===== src/rtl/cdm_pkg.sv =====
package cdm_pkg;

  // ----------------------------------------------------------------
  // register map
  // ----------------------------------------------------------------
  localparam logic [7:0] DAY_OF_MONTH_COUNT_ADDR = 8'h04;
  localparam logic [7:0] MONTH_COUNT_ADDR        = 8'h05;

  // ----------------------------------------------------------------
  // field layout
  // ----------------------------------------------------------------
  localparam int DAY_UNITS_LSB   = 0;
  localparam int DAY_UNITS_MSB   = 3;
  localparam int DAY_TENS_LSB    = 4;
  localparam int DAY_TENS_MSB    = 5;
  localparam int MONTH_UNITS_LSB = 0;
  localparam int MONTH_UNITS_MSB = 3;
  localparam int MONTH_TENS_BIT  = 4;

  // bits that hold digits; everything else is reserved_bits and reads zero
  localparam logic [7:0] DAY_FIELD_MASK   = 8'h3f;
  localparam logic [7:0] MONTH_FIELD_MASK = 8'h1f;

  // ----------------------------------------------------------------
  // reset values and calendar constants (bcd)
  // ----------------------------------------------------------------
  localparam logic [7:0] DAY_RESET     = 8'h01;
  localparam logic [7:0] MONTH_RESET   = 8'h01;
  localparam logic [7:0] FIRST_DAY     = 8'h01;
  localparam logic [7:0] FIRST_MONTH   = 8'h01;
  localparam logic [7:0] LAST_MONTH    = 8'h12;
  localparam logic [7:0] MONTH_FEB     = 8'h02;
  localparam logic [7:0] MONTH_APR     = 8'h04;
  localparam logic [7:0] MONTH_JUN     = 8'h06;
  localparam logic [7:0] MONTH_SEP     = 8'h09;
  localparam logic [7:0] MONTH_NOV     = 8'h11;
  localparam logic [7:0] DAYS_28       = 8'h28;
  localparam logic [7:0] DAYS_29       = 8'h29;
  localparam logic [7:0] DAYS_30       = 8'h30;
  localparam logic [7:0] DAYS_31       = 8'h31;
  localparam logic [3:0] BCD_NINE      = 4'h9;
  localparam logic [7:0] READ_UNMAPPED = 8'h00;

endpackage : cdm_pkg

===== src/rtl/cdm_date_month.sv =====
// Operation
// - day-of-month register 0x04, bcd tens/units fields
// - month register 0x05, one tens bit, units
// - day runs 01 to month length
// - month runs 01 to 12
// - month units field is a bcd digit
// - invalid written digits count until next rollover
`timescale 1ns/10ps

module cdm_date_month
  import cdm_pkg::*;
(
  input  wire logic       sys_clk,
  input  wire logic       resetn,
  input  wire logic [7:0] reg_addr,
  input  wire logic       reg_wr,
  input  wire logic [7:0] reg_wdata,
  input  wire logic       reg_rd,
  output logic      [7:0] reg_rdata,
  input  wire logic       day_tick,
  input  wire logic [7:0] year_bcd,
  output logic            year_carry,
  output logic      [7:0] day_of_month,
  output logic      [7:0] month
);

  // ----------------------------------------------------------------
  // state
  // ----------------------------------------------------------------
  logic [7:0] day_q,        day_d;
  logic [7:0] month_q,      month_d;
  logic [7:0] rdata_q,      rdata_d;
  logic       year_carry_q, year_carry_d;
  logic [7:0] last_day;
  logic       leap_year;
  logic       day_roll;
  logic       month_roll;
  logic       day_wr_hit;
  logic       month_wr_hit;
  logic [3:0] day_units;
  logic [1:0] day_tens;
  logic [3:0] month_units;

  // ----------------------------------------------------------------
  // host write decode
  // ----------------------------------------------------------------
  // a write beats the tick, but only on the register it hits
  assign day_wr_hit   = reg_wr && (reg_addr == DAY_OF_MONTH_COUNT_ADDR);
  assign month_wr_hit = reg_wr && (reg_addr == MONTH_COUNT_ADDR);

  // ----------------------------------------------------------------
  // digit views
  // ----------------------------------------------------------------
  assign day_units   = day_q[DAY_UNITS_MSB:DAY_UNITS_LSB];
  assign day_tens    = day_q[DAY_TENS_MSB:DAY_TENS_LSB];
  assign month_units = month_q[MONTH_UNITS_MSB:MONTH_UNITS_LSB];

  // ----------------------------------------------------------------
  // leap year
  // ----------------------------------------------------------------
  always_comb
  begin
    // year divisible by four, checked digit-wise in bcd; century ignored
    if (year_bcd[4])
    begin
      leap_year = (year_bcd[3:0] == 4'h2) || (year_bcd[3:0] == 4'h6);
    end
    else
    begin
      leap_year = (year_bcd[3:0] == 4'h0) || (year_bcd[3:0] == 4'h4) || (year_bcd[3:0] == 4'h8);
    end
  end

  // ----------------------------------------------------------------
  // month length
  // ----------------------------------------------------------------
  always_comb
  begin
    if (month_q == MONTH_FEB)
      last_day = leap_year ? DAYS_29 : DAYS_28;
    else if ((month_q == MONTH_APR) || (month_q == MONTH_JUN) || (month_q == MONTH_SEP) || (month_q == MONTH_NOV))
      last_day = DAYS_30;
    else
      last_day = DAYS_31;
  end

  // ----------------------------------------------------------------
  // rollover
  // ----------------------------------------------------------------
  // bcd order matches numeric order, so a plain compare finds the end;
  // a day written above the end rolls at the next tick, a month at the next day rollover
  assign day_roll   = (day_q >= last_day);
  assign month_roll = (month_q >= LAST_MONTH);

  // ----------------------------------------------------------------
  // day counter
  // ----------------------------------------------------------------
  always_comb
  begin
    day_d = day_q;
    if (day_tick)
    begin
      if (day_roll)
      begin
        day_d = FIRST_DAY;
      end
      else if (day_units == BCD_NINE)
      begin
        day_d[DAY_UNITS_MSB:DAY_UNITS_LSB] = 4'h0;
        day_d[DAY_TENS_MSB:DAY_TENS_LSB]   = 2'(day_tens + 2'h1);
      end
      else
      begin
        day_d[DAY_UNITS_MSB:DAY_UNITS_LSB] = 4'(day_units + 4'h1);
      end
    end
    if (day_wr_hit)
    begin
      day_d = reg_wdata;
    end
    day_d = day_d & DAY_FIELD_MASK;
  end

  always_ff @(posedge sys_clk or negedge resetn)
  begin
    if (!resetn)
    begin
      day_q <= DAY_RESET;
    end
    else
    begin
      day_q <= day_d;
    end
  end

  // ----------------------------------------------------------------
  // month counter
  // ----------------------------------------------------------------
  always_comb
  begin
    month_d = month_q;
    if (day_tick && day_roll)
    begin
      if (month_roll)
      begin
        month_d = FIRST_MONTH;
      end
      else if (month_units == BCD_NINE)
      begin
        month_d[MONTH_UNITS_MSB:MONTH_UNITS_LSB] = 4'h0;
        month_d[MONTH_TENS_BIT]                  = 1'b1;
      end
      else
      begin
        // invalid units digits keep counting unchanged in kind
        month_d[MONTH_UNITS_MSB:MONTH_UNITS_LSB] = 4'(month_units + 4'h1);
      end
    end
    if (month_wr_hit)
    begin
      month_d = reg_wdata;
    end
    month_d = month_d & MONTH_FIELD_MASK;
  end

  always_ff @(posedge sys_clk or negedge resetn)
  begin
    if (!resetn)
    begin
      month_q <= MONTH_RESET;
    end
    else
    begin
      month_q <= month_d;
    end
  end

  // ----------------------------------------------------------------
  // year carry
  // ----------------------------------------------------------------
  always_comb
  begin
    // one-cycle pulse into the year counter on the december rollover
    year_carry_d = day_tick && day_roll && month_roll;
  end

  always_ff @(posedge sys_clk or negedge resetn)
  begin
    if (!resetn)
    begin
      year_carry_q <= 1'b0;
    end
    else
    begin
      year_carry_q <= year_carry_d;
    end
  end

  // ----------------------------------------------------------------
  // read port
  // ----------------------------------------------------------------
  always_comb
  begin
    rdata_d = rdata_q;
    if (reg_rd)
    begin
      case (reg_addr)
        DAY_OF_MONTH_COUNT_ADDR: rdata_d = day_q;
        MONTH_COUNT_ADDR:        rdata_d = month_q;
        default:                 rdata_d = READ_UNMAPPED;
      endcase
    end
  end

  always_ff @(posedge sys_clk or negedge resetn)
  begin
    if (!resetn)
    begin
      rdata_q <= READ_UNMAPPED;
    end
    else
    begin
      rdata_q <= rdata_d;
    end
  end

  // ----------------------------------------------------------------
  // outputs
  // ----------------------------------------------------------------
  assign reg_rdata    = rdata_q;
  assign year_carry   = year_carry_q;
  assign day_of_month = day_q;
  assign month        = month_q;

endmodule // cdm_date_month


===== config.mk =====
export PLATFORM = sky130hd
export DESIGN_NAME = cdm_date_month
export DESIGN_NICKNAME = d
export VERILOG_FILES = /design/src/rtl/cdm_pkg.sv /design/src/rtl/cdm_date_month.sv
export SDC_FILE = /design/constraint.sdc
export NUM_CORES = 1
export LEC_CHECK = 0
export BUFFER_PORTS_ARGS = -buffer_cell sky130_fd_sc_hd__clkbuf_2
export CAP_MARGIN = 20
export CORE_MARGIN = 5
export CORE_UTILIZATION = 40
export CTS_BUF_LIST = sky130_fd_sc_hd__clkbuf_16
export DETAILED_ROUTE_END_ITERATION = 7
export GPL_TIMING_DRIVEN = 0
export PLACE_DENSITY = 0.65
export SYNTH_ARGS = -nofsm -noshare
export SYNTH_HDL_FRONTEND = slang
export SYNTH_SLANG_ARGS = --single-unit

===== constraint.sdc =====
create_clock -name sys_clk -period 3.4 [get_ports sys_clk]
set_input_delay 0.34 -clock sys_clk [delete_from_list [all_inputs] [get_ports sys_clk]]
set_output_delay 0.34 -clock sys_clk [all_outputs]
set_load 0.01 [all_outputs]

==> results by group, run 1 <==
Finish
  – Ratio of cells with drive above 1 in the final layout: 31.79%
  – Final std cells w/o fill: 239
  – Leading cell type in the layout, fill and taps excluded: clkbuf_2
  – Most frequent cells in the layout: 40 x clkbuf_2, 16 x dfrtp_1, 12 x nand2_1
  – Area grow syn2layout: 27.17%
  – Fin area: between 0.0015 and 0.002 mm²
  – Fin nets: 228
  – Filler cells: around 310
  – Antenna Cells: 0

Placed design
  – Placed inst area: between 0.0015 and 0.002 mm²
  – Pre-CTS WS: ~0.14 ns
  – Port bufs: 40
  – Routability cong.: roughly 0.84
  – Dpl hpwl: around 2600 µm
  – Placed cells: roughly 240

Routing
  – Routed Antenna Nets: 0
  – Mean routed wirelength per cell: 13.96 µm
  – Total wire length: between 3000 and 4000 µm
  – DRT iter0 DRCs: 71
  – Drt drc: 0
  – Vias: 1237
  – 1st-pass router iterations: 4
  – Via density: 5.176

Power
  – Net Sw Frac: 39.32%
  – Static Leak: 0.8193 nW
  – Worst VDD drop: between 0.0003 and 0.0004 V
  – Power Total: approximately 1.1 mW
  – Int Power: 0.6817 mW
  – Seq pwr share: 33.6%
  – Clk pwr share: 21.0%
  – Gate power share: between 40% and 50%
  – P_sw: 0.4417 mW
  – PwrDens: 687.5 mW/mm²

Synth
  – Mapped Area: 0.001285 mm²
  – Post-synth EDFFs: 0
  – Seq/Total Area, Yosys: a little over a third
  – #FFs+latches synth: 18
  – Post-Synthesis Cells: 147
  – Avg Cell Area, Syn: 8.741 µm²
  – Fraction of registers with async set/reset: 100.0%
  – Dominant synthesized flop cell: dfrtp_1
  – Yosys synthesis warning count: 0
  – Synth unique cells: 47

Global routing
  – Initial antenna violation count: 0
  – Pin count of the biggest net entering global routing: 19
  – Vias in the first global route: 1219
  – GR Util All Layers: approximately 16%
  – GRT overflow: 0
  – Global-route wire length before repair: 5375 µm

Critical path
  – Crit. End Element: flip-flop
  – CP Launch Type: flip-flop
  – Cell count of the worst reg-to-reg path: 9
  – RR Startpoint: month[1]
  – CP max FO: 10
  – Worst reg2reg endpoint: month[0]
  – Req. time, crit path: between 3 and 4 ns
  – Crit path kind: flip-flop to flip-flop
  – Worst Path Arrival: 3.34 ns
  – FF-to-FF setup slack: 0.24 ns

Timing
  – Final period util: around 93%
  – Max Fclk: 316.1 MHz
  – Final WS setup: 0.2362 ns
  – Final count of hold timing violations: 0
  – RSZ-0062 raised after global routing: no
  – Final Max Tran Viols: 0
  – Max Clock Skew: 0.001668 ns
  – Setup TNS Final: 0 ns
  – Min Clock Period, post-route: between 3 and 4 ns
  – Setup violations, final: 0

Clock tree
  – Number of buffers created by CTS: 3
  – CTS tree: built
  – Clock Sinks: 18
  – H-tree depth: 1
  – Clock Latency Late Sink: 0.25 ns
  – Postcts setup bufs: 0
  – Hold_buf cts: 0
  – CTS clk-pin slew, worst paths: 0.05 ns
  – Root buf cell: clkbuf_16
  – Clk buf depth: 2

Floorplanning
  – Row count: 20
  – Core area: a little over 0.003 mm²
  – Die width: about 67 µm
  – Overall die area: 0.004446 mm²
  – Initial core utilization: 41.75%
  – IO Pins: 54
  – Die height: 66.68 µm

Run status
  – Status: finished, final reports clean

Run
  – Max_cap viols: 0

Hold path
  – Hold Crit Class: input port to asynchronous set/reset pin
## power groups by stage
| stage | clock network (mW) | logic, mW | registers, mW |
|---|---|---|---|
| final | 0.236 | 0.511 | 0.377 |
| after CTS | 0.241 | 0.535 | 0.359 |
| after global routing | 0.251 | 0.572 | 0.390 |
| after floorplan | 0 | 0.357 | 0.364 |
| after detailed placement | 0 | 0.531 | 0.362 |
| after global placement | 0 | 0.514 | 0.361 |
## cell usage after synthesis (3+ instances only)
cell,instances,area share (%)
dfrtp_1,16,31
nand2_1,12,3.5
inv_1,11,3.2
nor2_1,11,3.2
nand3_1,9,3.5
buf_4,8,4.7
o22ai_1,6,2.9
a21oi_1,5,1.9
clkbuf_1,5,1.5
mux2i_1,5,3.9
o21ai_0,5,1.9
a31oi_1,4,1.9
ha_1,3,2.9
o21a_1,3,1.8
## metrics by stage
stage / utilization, % / hold WS, ns
after floorplan: - / 0.04441
after global placement: 50.77 / 0.2938
after detailed placement: 50.77 / 0.3131
after CTS: 53.33 / 0.04704
after global routing: 53.09 / 0.06642
final: 53.09 / 0.03265
## worst max-delay path by stage
stage,end,slack (ns),start
after floorplan,month[0],0.46,month[1]
after detailed placement,month[0],0.14,month[1]
after global placement,month[0],0.12,month[1]
after global routing,month[0],0.01,month[1]
final,month[0],0.24,month[1]
after CTS,month[0],0.12,month[1]
## per-layer routing
metal	wire, µm	up-vias	global-route usage, %	share of wire (%)
li1	-	619	-	-
met1	1431	569	18.86	43
met2	1629	45	27.23	49
met3	254	4	4.216	7.6
met4	19	0	3.553	0.57
met5	0	-	0	0
## kinds of logic (layout without fill, tap and decap cells)
kind of cell,after synthesis,after routing,share of synthesized area (%)
AO/OA/AOI/OAI,38,38,20.45
XOR/XNOR,2,2,1.363
flip-flops,18,18,35.25
buffers and inverters,26,68,10.61
AND/OR/NAND/NOR,50,50,21.42
other,1,7,0.2918
multiplexers,9,9,7.692
adder cells (fa/ha/maj),3,3,2.921
## sequential cells by signal, indices dropped and copies added (netlist names)
name and cells:
reg_rdata 6, year_carry 1, month 5, day_of_month 6
## timing repair
item	CTS	global route
endpoints found under the setup margin	0	1
hold endpoints to repair	0	0
resized for setup	0	0
## final cells by class
cell class                 instances  area (µm²)  share of cell area (%)
multi-input combinational        109       718.2                   43.95
sequential                        18       452.9                   27.72
timing repair buffer              40       200.2                   12.25
buffer                            13       87.58                   5.360
clock buffer                       3       75.07                   4.594
tap                               44       55.05                   3.369
inverter                          11       41.29                   2.527
clock inverter                     1       3.754                  0.2297
## critical path: stages (launching register included)
cell       delay [ns]
dfrtp_1          0.54
o21ai_0          0.14
a2111oi_0        0.44
a31oi_1          0.12
ha_1             0.31
or4b_4           0.50
a32oi_1          0.24
buf_4            0.22
mux2_1           0.32
mux2_2           0.26
Power figures use the tool's default switching activity.
==> run 2, diff against run 1 <==
Settings changed: CORE_UTILIZATION 40 to 47, PLACE_DENSITY 0.65 to 0.75.
==> results by group, run 2 (same netlist as run 1, synthesis figures left out) <==
Run status
  – Status: finished, final reports clean

Clock tree
  – Resized cells post-CTS: 0 (unchanged)
  – Root buf cell: clkbuf_16
  – Number of buffers created by CTS: 3 (unchanged)
  – CTS tree: built
  – CTS clk-pin slew, worst paths: 0.05 ns (about the same)
  – Clock Latency Late Sink: 0.25 ns (about the same)
  – Clock Sinks: 18 (unchanged)
  – Postcts setup bufs: 0 (unchanged)
  – Clk buf depth: 2 (unchanged)
  – Hold_buf cts: 0 (unchanged)
  – H-tree depth: 1 (unchanged)

Critical path
  – CP max FO: 10 (unchanged)
  – Crit. End Element: flip-flop
  – CP Launch Type: flip-flop
  – Worst Path Arrival: 3.36 ns (+0.02 ns)
  – Slowest cell on crit path: or4b_4
  – Crit path cell chain: clkbuf_1 > inv_1 > a2111oi_0 > a31oi_1 > ha_1 > or4b_4 > a32oi_1 > buf_4 > mux2_1 > mux2_2
  – Worst Path Buf+Inv: 3 (+2)
  – Req. time, crit path: 3.58 ns (about the same)
  – Slowest stage delay, CP: 0.49 ns (-0.05 ns)
  – Crit path kind: flip-flop to flip-flop
  – CP delay by family, top: compound AO/OA/AOI/OAI gates

Timing
  – Setup TNS Final: 0 ns (unchanged)
  – Final Max Tran Viols: 0 (unchanged)
  – Min Clock Period, post-route: 3.182 ns (+0.01843 ns)
  – Hold slack: 0.02905 ns (-0.003598 ns)
  – Max Clock Skew: 0.001779 ns (+0.0001110 ns)
  – Final count of hold timing violations: 0 (unchanged)
  – RSZ-0062 raised after global routing: no
  – Max Fclk: 314.2 MHz (-0.58%)
  – Final period util: 93.59% (+0.54 points)
  – Setup violations, final: 0 (unchanged)

Floorplanning
  – Core area: 0.002686 mm² (-13%)
  – Row count: 19 (-5.0%)
  – Overall die area: 0.003879 mm² (-13%)
  – IO Pins: 54 (unchanged)
  – Die width: 62.29 µm (-6.6%)
  – Die height: 62.29 µm (-6.6%)
  – Initial core utilization: 47.83% (+6.1 points)

Hold path
  – Hold Crit Class: input port to asynchronous set/reset pin

Routing
  – DRT iter0 DRCs: 76 (+7.0%)
  – Vias: 1248 (+0.89%)
  – Mean routed wirelength per cell: 13.82 µm (-0.99%)
  – Total wire length: 3137 µm (-6.0%)
  – Routed Antenna Nets: 0 (unchanged)
  – 1st-pass router iterations: 4 (unchanged)
  – Via density: 5.498 (+6.2%)
  – Drt drc: 0 (unchanged)

Global routing
  – Initial antenna violation count: 0 (unchanged)
  – Pin count of the biggest net entering global routing: 19 (unchanged)
  – Vias in the first global route: 1232 (+1.1%)
  – GR Util All Layers: 16.24% (+0.66 points)
  – Global-route wire length before repair: 5326 µm (-0.91%)
  – GRT overflow: 0 (unchanged)

Finish
  – Area grow syn2layout: 26.19%
  – Ratio of cells with drive above 1 in the final layout: 31.63% (-0.16 points)
  – Fin nets: 229 (+0.44%)
  – Leading cell type in the layout, fill and taps excluded: clkbuf_2
  – Fin area: 0.001622 mm² (-0.77%)
  – Most frequent cells in the layout: 40 x clkbuf_2, 16 x dfrtp_1, 12 x nand2_1
  – Antenna Cells: 0 (unchanged)

Power
  – Static Leak: 0.8204 nW (+0.14%)
  – PwrDens: 691.2 mW/mm² (+0.53%)
  – Worst VDD drop: 0.0004838 V (+27%)

Run
  – Max_cap viols: 0 (unchanged)

Placed design
  – Routability cong.: 0.8015 (-4.7%)
  – Port bufs: 40 (unchanged)
  – Placed inst area: 0.001546 mm² (-1.0%)
  – Dpl hpwl: 2444 µm (-6.8%)
## run 2: changes by cell type in the layout (fill, tap and decap cells not counted), sizes merged
cell and change:
clkbuf +1
## run 2: path summary, 6_finish.rpt
check,cells after the start,start,slack [ns],to
worst max-delay path,10,month[2],0.22,month[0]
worst min-delay path,1,resetn,0.03,reg_rdata[3]
worst max register to register,10,month[2],0.22,month[0]
worst min register to register,2,reg_rdata[1],0.52,reg_rdata[1]
max in group asynchronous,1,resetn,3.02,day_of_month[0]
min in group sys_clk,2,reg_wdata[5],0.30,day_of_month[5]
## run 2: area by class of cell
class / count / area, µm²
Sequential cell: 18 / 452.9
Multi-Input combinational cell: 109 / 718.2
Tap cell: 31 / 38.79
Inverter: 11 / 41.29
Timing Repair Buffer: 40 / 200.2
Clock inverter: 1 / 3.754
Clock buffer: 3 / 75.07
Buffer: 14 / 91.34
Fill cell: 252 / 1065
## run 2: per-stage QoR
| step | util, % | cells | power (mW) | worst slack, ns |
|---|---|---|---|---|
| 2_1_floorplan | - | 153 | 0.7217 | 0.4565 |
| 3_3_place_gp | 57.57 | 224 | 0.8661 | 0.1656 |
| 3_5_place_dp | 57.57 | 224 | 0.8885 | 0.1073 |
| 4_1_cts | 60.50 | 228 | 1.129 | 0.1009 |
| 5_1_grt | 60.36 | 227 | 1.198 | 0.07671 |
| 6_report | 60.36 | 227 | 1.121 | 0.2178 |
## run 2: layer usage
metal	part of all wire [%]	vias to the layer above	global-route usage, %
met5	0	-	0
met3	6.9	2	5.405
met4	0.22	0	2.918
met2	48	42	28.11
li1	-	616	-
met1	45	588	19.64
## run 2: power by group
part	total [mW]	internal [mW]	leakage [nW]	switching [mW]
combinational	0.509	0.249	0.555	0.261
clock	0.237	0.156	0.0385	0.0810
sequential	0.374	0.277	0.227	0.0967
==> run 3, diff against run 2 <==
Settings changed: CORE_UTILIZATION 47 to 24, HOLD_SLACK_MARGIN set to 0.1, PLACE_DENSITY 0.75 to 0.42.
==> results by group, run 3 (same netlist as run 1, synthesis figures left out) <==
Run status
  – Status: finished, final reports clean

Global routing
  – Global-route wire length before repair: 6078 µm (+14%)
  – Vias in the first global route: 1243 (+0.89%)
  – Initial antenna violation count: 0 (unchanged)
  – GR Util All Layers: 10.60% (-5.6 points)
  – Pin count of the biggest net entering global routing: 19 (unchanged)
  – GRT overflow: 0 (unchanged)

Power
  – Power Total: 1.131 mW (+0.87%)
  – Worst VDD drop: 0.0003320 V (-31%)
  – Static Leak: 0.8222 nW (+0.22%)
  – PwrDens: 673.8 mW/mm² (-2.5%)

Finish
  – Most frequent cells in the layout: 40 x clkbuf_2, 15 x dfrtp_1, 12 x nand2_1
  – Footprint of the multi-input gates: 718.2 µm² (unchanged)
  – Leading cell type in the layout, fill and taps excluded: clkbuf_2
  – Fin nets: 229 (unchanged)
  – Filler cells: 577 (+130%)
  – Antenna Cells: 0 (unchanged)
  – FF+latch area: 454.2 µm² (+0.28%)
  – Area grow syn2layout: 30.57%
  – Ratio of cells with drive above 1 in the final layout: 32.14% (+0.51 points)
  – Fin area: 0.001678 mm² (+3.5%)

Routing
  – Vias: 1241 (-0.56%)
  – Mean routed wirelength per cell: 13.91 µm (+0.68%)
  – Via density: 4.665 (-15%)
  – DRT iter0 DRCs: 40 (-47%)
  – Routed Antenna Nets: 0 (unchanged)
  – Drt drc: 0 (unchanged)
  – Total wire length: 3701 µm (+18%)
  – 1st-pass router iterations: 4 (unchanged)

Timing
  – Final WS setup: 0.2504 ns (+0.03262 ns)
  – Max Clock Skew: 0.001489 ns (-0.0002897 ns)
  – Final period util: 92.63% (-0.96 points)
  – Setup violations, final: 0 (unchanged)
  – RSZ-0062 raised after global routing: no
  – Min Clock Period, post-route: 3.150 ns (-0.03262 ns)
  – Max Fclk: 317.5 MHz (+1.0%)
  – Setup TNS Final: 0 ns (unchanged)
  – Final Max Tran Viols: 0 (unchanged)
  – Final count of hold timing violations: 0 (unchanged)

Floorplanning
  – Initial core utilization: 25.00% (-23 points)
  – IO Pins: 54 (unchanged)
  – Die width: 83.17 µm (+34%)
  – Core area: 0.005140 mm² (+91%)
  – Die height: 83.17 µm (+34%)
  – Row count: 26 (+7)
  – Overall die area: 0.006917 mm² (+78%)

Critical path
  – Crit. End Element: flip-flop
  – Slowest stage delay, CP: 0.55 ns (+0.06 ns)
  – RR Startpoint: month[0]
  – Worst Path Arrival: 3.32 ns (-0.04 ns)
  – Worst Setup SP: month[0]
  – Crit path kind: flip-flop to flip-flop
  – Worst Path Buf+Inv: 2 (-1)
  – CP Launch Type: flip-flop
  – CP max FO: 10 (unchanged)
  – Crit path cell chain: clkbuf_1 > a2111oi_0 > a31oi_1 > ha_1 > or4b_4 > a32oi_1 > buf_4 > mux2_1 > mux2_2
  – Slowest cell on crit path: dfstp_2
  – CP delay by family, top: compound AO/OA/AOI/OAI gates
  – Req. time, crit path: 3.57 ns (about the same)

Placed design
  – Placed inst area: 0.001595 mm² (+3.2%)
  – Dpl hpwl: 2920 µm (+19%)
  – Port bufs: 40 (unchanged)
  – Routability cong.: 0.7459 (-6.9%)
  – Pre-CTS WS: 0.03699 ns (-0.07035 ns)

Clock tree
  – Root buf cell: clkbuf_16
  – H-tree depth: 1 (unchanged)
  – Clock Latency Late Sink: 0.25 ns (about the same)
  – CTS clk-pin slew, worst paths: 0.05 ns (about the same)
  – Number of buffers created by CTS: 3 (unchanged)
  – CTS tree: built
  – Clock Sinks: 18 (unchanged)
  – Clk buf depth: 2 (unchanged)

Hold path
  – Hold_sp: reg_wdata[5]
  – Hold Crit Class: input port to flip-flop

Run
  – Max_cap viols: 0 (unchanged)
## run 3: where the power goes
| part | total, mW | internal [mW] | switching, mW |
|---|---|---|---|
| clock | 0.232 | 0.156 | 0.0763 |
| sequential | 0.388 | 0.278 | 0.109 |
| combinational | 0.510 | 0.249 | 0.262 |
| total | 1.13 | 0.683 | 0.447 |
## run 3: final timing paths
| check | end | slack, ns | cells past startpoint |
|---|---|---|---|
| min reg2reg | reg_rdata[0] | 0.53 | 2 |
| min in group asynchronous | reg_rdata[4] | 0.59 | 2 |
| min | day_of_month[5] | 0.31 | 2 |
| max in group asynchronous | day_of_month[0] | 2.47 | 2 |
| max | month[0] | 0.25 | 9 |
| max reg2reg | month[0] | 0.25 | 9 |
## run 3: layout make-up
cell class              count  share of cell area, %
inverters                  11                  2.461
clock inverters             1                 0.2237
multi-input cells         109                  42.80
plain buffers              13                  5.220
repair buffers             41                  12.53
flip-flops and latches     18                  27.07
clock buffers               3                  4.474
well taps                  70                  5.220
## run 3: stage by stage
step / cells / hold WS [ns] / utilization, %
2_1_floorplan: 153 / 0.04441 / -
3_3_place_gp: 263 / 0.3115 / 31.04
4_1_cts: 268 / 0.3037 / 32.77
6_report: 266 / 0.3051 / 32.64
3_5_place_dp: 263 / 0.3103 / 31.04
5_1_grt: 266 / 0.3017 / 32.64
## run 3: routing by layer
metal,track usage [%],share of wire [%]
met5,0,0
met4,1.337,0.43
met3,3.663,6.2
met2,17.42,48
met1,13.80,46
## run 3: what timing repair did
action / in CTS / in global routing
setup buffers: 0 / 0
endpoints found under the hold margin: 16 / 0
setup endpoints to repair: 0 / 2
hold buffers: 1 / 0
resized for setup: 0 / 1
